$ cat config.mk
export PLATFORM = sky130hd
export DESIGN_NAME = reset_mode_select
export DESIGN_NICKNAME = d
export VERILOG_FILES = /design/src/reset_mode_pkg.sv /design/src/clock_divider.sv /design/src/reset_mode_select.sv
export SDC_FILE = /design/constraint.sdc
export NUM_CORES = 1
export LEC_CHECK = 0
export BUFFER_PORTS_ARGS = -buffer_cell sky130_fd_sc_hd__buf_4
export CORE_MARGIN = 8
export CORE_UTILIZATION = 44
export CTS_BUF_LIST = sky130_fd_sc_hd__clkbuf_2
export DETAILED_ROUTE_END_ITERATION = 10
export PLACE_DENSITY = 0.89
export SLEW_MARGIN = 20
export SYNTH_ARGS = -nofsm -noshare
export SYNTH_HDL_FRONTEND = slang
export SYNTH_SLANG_ARGS = --single-unit
$ cat constraint.sdc
create_clock -name core_clk_i -period 2 [get_ports core_clk_i]
set_input_delay 0.3 -clock core_clk_i [delete_from_list [all_inputs] [get_ports core_clk_i]]
set_output_delay 0.3 -clock core_clk_i [all_outputs]
set_load 0.01 [all_outputs]
$ cat src/reset_mode_pkg.sv
package reset_mode_pkg;
    localparam int MAIN_OSC_DIV = 64;
    localparam int SEC_OSC_DIV = 2;
    localparam int DIV_W = 6;
    localparam logic [1:0] SYS_CLK_MAIN = 2'h0;
    localparam logic [1:0] SYS_CLK_SECONDARY = 2'h1;
    localparam logic [7:0] PORT_DIR_RESET = 8'h00;
    localparam logic [6:0] FOURTH_DISPLAY_RESET = 7'h7f;
    localparam logic [7:0] FIFTH_DISPLAY_RESET = 8'hff;
    localparam logic [7:0] OPEN_DRAIN_ONLY_MASK = 8'hc0;
    localparam logic [7:0] SERIAL_SHARED_MASK = 8'h07;
    localparam int FIRST_IRQ_BIT = 7;
    localparam int SECOND_IRQ_BIT = 6;
    localparam logic [15:0] USER_RESET_VECTOR = 16'hfffe;
    localparam logic [15:0] SELF_CHECK_RESET_VECTOR = 16'hffee;
    typedef enum logic [1:0] {
        MODE_SINGLE_CHIP = 2'b01,
        MODE_SELF_CHECK = 2'b10
    } op_mode_e;
endpackage

$ cat src/clock_divider.sv
`timescale 1ns/10ps
// Produces a one-cycle enable every div_i cycles of its input enable
module clock_divider
    import reset_mode_pkg::*;
(
    input wire logic core_clk_i,
    input wire logic rst_i,
    input wire logic src_en_i,
    input wire logic [DIV_W:0] div_i,
    output logic tick_o
);
    logic [DIV_W:0] count;
    wire last_count = (count >= div_i - (DIV_W+1)'(1));
    always_ff @(posedge core_clk_i)
    begin
        if (rst_i)
        begin
            count <= '0;
            tick_o <= 1'b0;
        end
        else
        begin
            tick_o <= src_en_i && last_count;
            if (src_en_i)
                count <= last_count ? '0 : count + (DIV_W+1)'(1);
        end
    end
endmodule

$ cat src/reset_mode_select.sv
`timescale 1ns/10ps
// Functional notes
// - Default internal clock is main oscillator / 64
// - Secondary oscillator selected divides by two
// - First port all inputs at reset
// - Third port all inputs at reset
// - Fourth port lines default to display drivers
// - Fifth port lines default to frontplane drivers
// - Second port input-only, feeds key wakeup, pull-ups
// - Third port bits 0-2 serial, open-drain capable
// - Third port bit 6 open-drain only output
// - Third port bit 7 open-drain only output
// - Low reset pin forces known startup state
// - Mode chosen only at reset rising edge
// - Both interrupt pins captured to decide mode
// - Mode latched, only external reset changes it
// - While reset low, pins as single-chip
// - Self-check needs test voltage on one pin
// - Single-chip mode keeps bus internal
// - Self-check fetches vector from self-check ROM
// - Self-check unlocks privileged control bits
module reset_mode_select
    import reset_mode_pkg::*;
(
    // Clock and reset
    input wire logic core_clk_i,
    input wire logic rst_i,
    // External reset pin and mode straps
    input wire logic ext_reset_n_i,
    input wire logic first_irq_test_voltage_i,
    input wire logic second_irq_supply_level_i,
    // Oscillator selection
    input wire logic main_osc_en_i,
    input wire logic secondary_osc_en_i,
    input wire logic [1:0] system_clock_select_field_i,
    // Port configuration from software
    input wire logic [7:0] first_port_dir_i,
    input wire logic [7:0] third_port_dir_i,
    input wire logic [7:0] third_port_out_i,
    input wire logic [7:0] third_port_open_drain_i,
    input wire logic [7:0] second_port_pullup_i,
    input wire logic [6:0] fourth_port_gpo_sel_i,
    input wire logic [7:0] fifth_port_gpo_sel_i,
    input wire logic [7:0] second_port_lines_i,
    input wire logic privileged_write_i,
    // Outputs
    output logic internal_op_tick_o,
    output logic device_reset_o,
    output logic self_check_mode_o,
    output logic single_chip_mode_o,
    output logic external_bus_enable_o,
    output logic [15:0] reset_vector_addr_o,
    output logic privileged_access_o,
    output logic [7:0] first_port_dir_o,
    output logic [7:0] third_port_oe_o,
    output logic [7:0] third_port_out_o,
    output logic [7:0] key_wakeup_input_o,
    output logic [7:0] second_port_pullup_o,
    output logic [6:0] fourth_port_display_o,
    output logic [7:0] fifth_port_display_o
);
    logic reset_sync1;
    logic reset_sync2;
    logic reset_prev;
    op_mode_e mode;
    logic [7:0] first_dir;
    logic [7:0] third_dir;
    logic [6:0] fourth_disp;
    logic [7:0] fifth_disp;
    logic [7:0] second_pullup;

    // Two-stage synchroniser on the external reset pin
    always_ff @(posedge core_clk_i)
    begin
        if (rst_i)
        begin
            reset_sync1 <= 1'b0;
            reset_sync2 <= 1'b0;
            reset_prev <= 1'b0;
        end
        else
        begin
            reset_sync1 <= ext_reset_n_i;
            reset_sync2 <= reset_sync1;
            reset_prev <= reset_sync2;
        end
    end

    wire pin_in_reset = !reset_sync2;
    wire in_reset = rst_i || pin_in_reset;
    wire reset_rise = reset_sync2 && !reset_prev;
    wire self_check_request = first_irq_test_voltage_i
        && second_irq_supply_level_i;
    wire op_mode_e next_mode = op_mode_e'(self_check_request
        ? MODE_SELF_CHECK : MODE_SINGLE_CHIP);

    // Mode latch: reset loads single-chip, only the reset rising edge loads the strap mode
    always_ff @(posedge core_clk_i)
    begin
        if (rst_i || pin_in_reset)
            mode <= MODE_SINGLE_CHIP;
        else if (reset_rise)
            mode <= next_mode;
    end

    wire self_check = (mode == MODE_SELF_CHECK) && !pin_in_reset;

    // Clock source selection and division
    wire use_secondary = system_clock_select_field_i == SYS_CLK_SECONDARY;
    wire div_src_en = use_secondary ? secondary_osc_en_i : main_osc_en_i;
    wire [DIV_W:0] div_value = use_secondary ? (DIV_W+1)'(SEC_OSC_DIV)
        : (DIV_W+1)'(MAIN_OSC_DIV);

    clock_divider u_divider (
        .core_clk_i(core_clk_i),
        .rst_i(in_reset),
        .src_en_i(div_src_en),
        .div_i(div_value),
        .tick_o(internal_op_tick_o)
    );

    // Port configuration registers with reset defaults
    always_ff @(posedge core_clk_i)
    begin
        if (in_reset)
        begin
            first_dir <= PORT_DIR_RESET;
            third_dir <= PORT_DIR_RESET;
            fourth_disp <= FOURTH_DISPLAY_RESET;
            fifth_disp <= FIFTH_DISPLAY_RESET;
            second_pullup <= 8'h00;
        end
        else
        begin
            first_dir <= first_port_dir_i;
            third_dir <= third_port_dir_i;
            fourth_disp <= ~fourth_port_gpo_sel_i;
            fifth_disp <= ~fifth_port_gpo_sel_i;
            second_pullup <= second_port_pullup_i;
        end
    end

    // Third port drive: open-drain forced on interrupt-shared bits
    wire [7:0] od_mask = third_port_open_drain_i | OPEN_DRAIN_ONLY_MASK;
    wire [7:0] third_drive_hi = third_port_out_i & ~od_mask;
    wire [7:0] third_oe = third_dir
        & (third_drive_hi | ~third_port_out_i);

    always_ff @(posedge core_clk_i)
    begin
        if (in_reset)
        begin
            third_port_oe_o <= 8'h00;
            third_port_out_o <= 8'h00;
            key_wakeup_input_o <= 8'h00;
            reset_vector_addr_o <= USER_RESET_VECTOR;
            privileged_access_o <= 1'b0;
        end
        else
        begin
            third_port_oe_o <= third_oe;
            third_port_out_o <= third_port_out_i;
            key_wakeup_input_o <= second_port_lines_i;
            reset_vector_addr_o <= self_check ? SELF_CHECK_RESET_VECTOR
                : USER_RESET_VECTOR;
            privileged_access_o <= self_check
                && privileged_write_i;
        end
    end

    assign device_reset_o = in_reset;
    assign self_check_mode_o = self_check;
    assign single_chip_mode_o = !self_check;
    assign external_bus_enable_o = 1'b0;
    assign first_port_dir_o = first_dir;
    assign second_port_pullup_o = second_pullup;
    assign fourth_port_display_o = fourth_disp;
    assign fifth_port_display_o = fifth_disp;

    // Source enables counted between divider ticks for the ratio check
    logic [1:0] prev_select;
    logic [DIV_W:0] tick_gap;
    logic gap_valid;
    wire select_changed = system_clock_select_field_i != prev_select;
    wire [DIV_W:0] ratio_expected =
        (system_clock_select_field_i == SYS_CLK_SECONDARY)
        ? (DIV_W+1)'(SEC_OSC_DIV) : (DIV_W+1)'(MAIN_OSC_DIV);

    always_ff @(posedge core_clk_i)
    begin
        prev_select <= system_clock_select_field_i;
        if (in_reset)
        begin
            tick_gap <= '0;
            gap_valid <= 1'b1;
        end
        else if (select_changed)
        begin
            tick_gap <= '0;
            gap_valid <= 1'b0;
        end
        else if (internal_op_tick_o)
        begin
            tick_gap <= (DIV_W+1)'(div_src_en);
            gap_valid <= 1'b1;
        end
        else if (div_src_en)
        begin
            tick_gap <= tick_gap + (DIV_W+1)'(1);
        end
    end
endmodule

# Word level (Yosys, flattened, before mapping)
# Index checks and enable logic that the tools add are counted.
# Widths: inputs -> output; s select.
# totals
wordCells	42
input_bits	73
output_inout_bits	77
reg_bits	93
# op_classes
magnitude_cmp	1
reduce_logical	9
n_eq_ne	2
n_mux	5
n_addsub	2
bitwise_logic	7
# ops
operator	count
$not 8->8	3
$and 8x8->8	2
$mux 7	2
$or 8x8->8	1
$add 7x1->7 const B	1
$ge 7x7->1	1
$not 7->7	1
$sub 7x1->7 const B	1
$logic_and 1x1->1	5
$mux 5	1
$logic_not 1->1	3
$eq 2x1->1 const B	1
$eq 2x2->1 const B	1
$mux 2	1
$logic_or 1x1->1	1
$mux 1	1

# Depth between registers and ports, before layout
# depth
word_depth	5
depth_mapped	6
mapped_depth_nobuf	6

# Modules after synthesis
# Synthesis repeated with hierarchy kept, for this count alone.
# unflattened
hier_cells	245
area_unflattened_um2	2680.1
# by_module_without_submodules
module	area_each_um2	n_inst	cells_each
reset_mode_select	2095.8	1	181
clock_divider	584.3	1	64

# Least setup slack after synthesis
# Ideal clock, no wire load.
# synth_path
path_type	input port to flip-flop
from	input system_clock_select_field_i[0]
to	register u_divider.count[1]
n_path_buf	0
cell_stages	6
setup_slack_ps	428
arrival_time_ps	1506
path_cell_list	nor2b_1 -> ha_1 -> a221oi_2 -> o21a_2 -> o21ai_4 -> a21oi_2
# synth_between
elab_chain_cells	5
elab_cells_between_ends	6
classes_between	add/sub (1); order compare (1); eq/ne (1); mux (3)
# synth_rtl
item	line	source
start, declared	reset_mode_select.sv:35	input wire logic [1:0] system_clock_select_field_i,
$eq 2x1->1 (*)	n/a	
$mux 7	reset_mode_select.sv:111	wire [DIV_W:0] div_value = use_secondary ? (DIV_W+1)'(SEC_OSC_DIV)
$sub 7x1->7	clock_divider.sv:13	wire last_count = (count >= div_i - (DIV_W+1)'(1));
$ge 7x7->1	clock_divider.sv:13	
$mux 7	clock_divider.sv:25	count <= last_count ? '0 : count + (DIV_W+1)'(1);
end signal, assigned	clock_divider.sv:25	
end, declared	clock_divider.sv:12	logic [DIV_W:0] count;
# Every way passes the cells marked *; elsewhere a longest branch is shown, timed or not.
# A chain may end at the register's enable or synchronous reset.

# Worst setup path after layout
# layout_path
from	input rst_i
to	output device_reset_o
# layout_between
elab_chain_cells	1
# layout_rtl
item	line	source
start, declared	reset_mode_select.sv:27	input wire logic rst_i,
$logic_or 1x1->1	reset_mode_select.sv:90	wire in_reset = rst_i || pin_in_reset;
end, declared	reset_mode_select.sv:48	output logic device_reset_o,
# No other way between the ends.

==> metrics <==
# nets final around 490; worst setup margin 247.5 ps; hold endpoint privileged_access_o; most used cell, CP buf_4; crit path capture type primary output; Hold Crit Start privileged_write_i; mapped cell area 0.002425 sq mm; placed insts between 400 and 500; outcome finished clean; DRC errors left 0; Psw approximately 600 uW; Post-synth EDFFs 0; skew final between 30 and 40 ps; Max Freq ~570 MHz; initial antenna violation count 0; sequential area share after synthesis 0.6440; wire per inst around 16 microns; crit path time final ~1800 ps; Internal Pwr Total 2.190 mW; CP cell instances dlygate4sd3_1 > buf_4 > nor2b_4 > inv_1 > buf_4; Yosys cell types 25; Worst Path Buf+Inv 4; synthesized netlist cell count 221; Reg clk slew, reported paths approximately 180 ps; Synth top cells by count 78 x dfxtp_1, 40 x and2_1, 27 x nand2_1; Worst Setup Start Kind primary input; synth top area cells dfxtp_1 64%, and2_1 10%, buf_4 5.3%; FFs w/ async S/R, synth 0; global-route wire length before repair around 12000 microns; CTS H-tree depth 3; Die Ht about 90 microns; worst vdd ir about 0.44 mV; post-synthesis average cell area approximately 11 sq um; Total Routing Usage GR 0.1935; slowest CP cell dlygate4sd3_1; worst skew pair latency approximately 450 ps; final non-filler cell total slightly below 500; Initial Utilization 0.4486; CTS tree built; Seq pwr share 0.568; reg-to-reg endpoint u_divider.count[6]; most common cell in the netlist dfxtp_1; post-synth top area cell dfxtp_1; Rows 27; vias in the first global route between 2000 and 2500; Final Hold Fails 0; clock buffer depth 2; unrepaired setup endpoints after global routing no; CTS Hold Buffers Added 54; Post-CTS Resized 0; FF+latch count, synth 78; drt initial violations 35; Worst R2R Path Depth 5; Pwr Density about 680 mW/mm^2; pre-CTS setup slack around 160 ps; # clock sinks between 70 and 80; IO Pins 150; total grt overflow 0; Switching Fraction 0.2153; Min-Delay Path Class primary input to register; Final Instance Area 0.004101 sq mm; ant diodes 0; post-route ant nets 0; Die ar. slightly above 0.008 sq mm; Clock power frac 0.325; Tcrit/Tclk final 0.8762; Final Setup Violations 0; area delta synth->final 69.14%; Yosys Warn Count 0; PortBufs 131; Max Cap Viol 0; hold depth 2; setup bufs post-CTS 0; Via Count approximately 2100; Critical Path RT 1700 ps; WL final slightly below 8000 microns; Die Wd ~90 microns; Top Family by Delay on Critical Path buffers and inverters; DP Wirelength 5002 microns; Synth top area share 0.6440; TNS Setup 0 ps; Pre-Repair DR Iteration Count 4; Setup CP Type primary input to primary output; Logic pwr share 0.107; R2R Setup Slk ~460 ps; core area 0.005405 sq mm; Root Driver clkbuf_2; Reg-to-Reg Start u_divider.count[2]; crit path DAT approximately 1500 ps; gp weighted congestion between 0.7 and 0.8; Slew Limit Fails 0; Synth Flop Type dfxtp_1; Crit Path Max Fanout 5; drt via density between 4 and 5; total CTS buffers 9; worst stage delay on the critical path between 500 and 600 ps; placed cell area about 0.0034 sq mm; share of layout cells above drive strength 1 0.3711; total leakage power between 1.5 and 2 nW; largest net degree at the start of global routing 35
cells in the final DEF (no fill, tap or decap), types with 5 or more instances in the layout:
cell / n
buf_4: 133
dfxtp_1: 78
dlygate4sd3_1: 55
and2_1: 40
nand2_1: 27
conb_1: 16
clkbuf_2: 11
nor2_1: 9
and3_1: 7
nor2b_1: 5
xor2_1: 5
worst reg2reg max path: stages, from the launching register on:
cell	delay [ps]
dfxtp_1	390
or3_1	400
a221oi_2	250
o21a_2	210
o21ai_4	90
nor2_1	120
state kept, by name, indices dropped and copies added (netlist names), 2 cells and up:
register,cells
fifth_port_display_o,8
first_port_dir_o,8
fourth_port_display_o,7
key_wakeup_input_o,8
mode,2
second_port_pullup_o,8
third_dir,8
third_port_oe_o,8
third_port_out_o,8
u_divider.count,7
area by class of cell:
type / count / area [sq um]
Clock buffer: 11 / 55.05
Clock inverter: 4 / 72.57
Fill cell: 347 / 1304
Inverter: 3 / 11.26
Multi-Input combinational cell: 131 / 762.0
Sequential cell: 78 / 1562
Tap cell: 72 / 90.09
Timing Repair Buffer: 188 / 1549
power by group through the flow:
stage          logic [mW]  registers (mW)  clock network (mW)
2_1_floorplan      0.0750            1.62                   0
3_3_place_gp        0.195            1.62                   0
3_5_place_dp        0.201            1.62                   0
4_1_cts             0.289            1.59               0.941
5_1_grt             0.321            1.59                1.02
6_report            0.299            1.59               0.906
how the worst max path moves through the flow:
stage	start	end	cells after the start
2_1_floorplan	system_clock_select_field_i[0]	u_divider.count[1]	6
3_3_place_gp	system_clock_select_field_i[1]	u_divider.count[1]	7
3_5_place_dp	system_clock_select_field_i[1]	u_divider.count[4]	7
5_1_grt	mode[1]	self_check_mode_o	4
4_1_cts	rst_i	device_reset_o	5
6_report	rst_i	device_reset_o	5
logic make-up after synthesis:
logic type / share of synthesized area
mux: 0.006190
simple gates: 0.2167
other cells: 0.003097
buf+inv: 0.06656
xor+xnor: 0.02167
fa+ha+maj: 0.01548
compound gates: 0.02632
flops: 0.6440
metrics by stage:
| step | utilization | hold slack, ps | power (mW) |
|---|---|---|---|
| CTS | 0.7569 | 10.10 | 2.815 |
| global placement | 0.6333 | 432.9 | 1.811 |
| detailed placement | 0.6333 | 434.5 | 1.818 |
| floorplan | - | 361.9 | 1.699 |
| finish | 0.7588 | 64.37 | 2.791 |
| global route | 0.7588 | 2.125 | 2.926 |
routing by layer:
metal	GRT usage	vias up	share of wire
met5	0	-	0
met4	0.06241	0	0.013
met3	0.07564	10	0.076
met2	0.3693	99	0.54
met1	0.1834	966	0.37
li1	-	1040	-
Note: power is estimated with default switching activity, not from simulation.
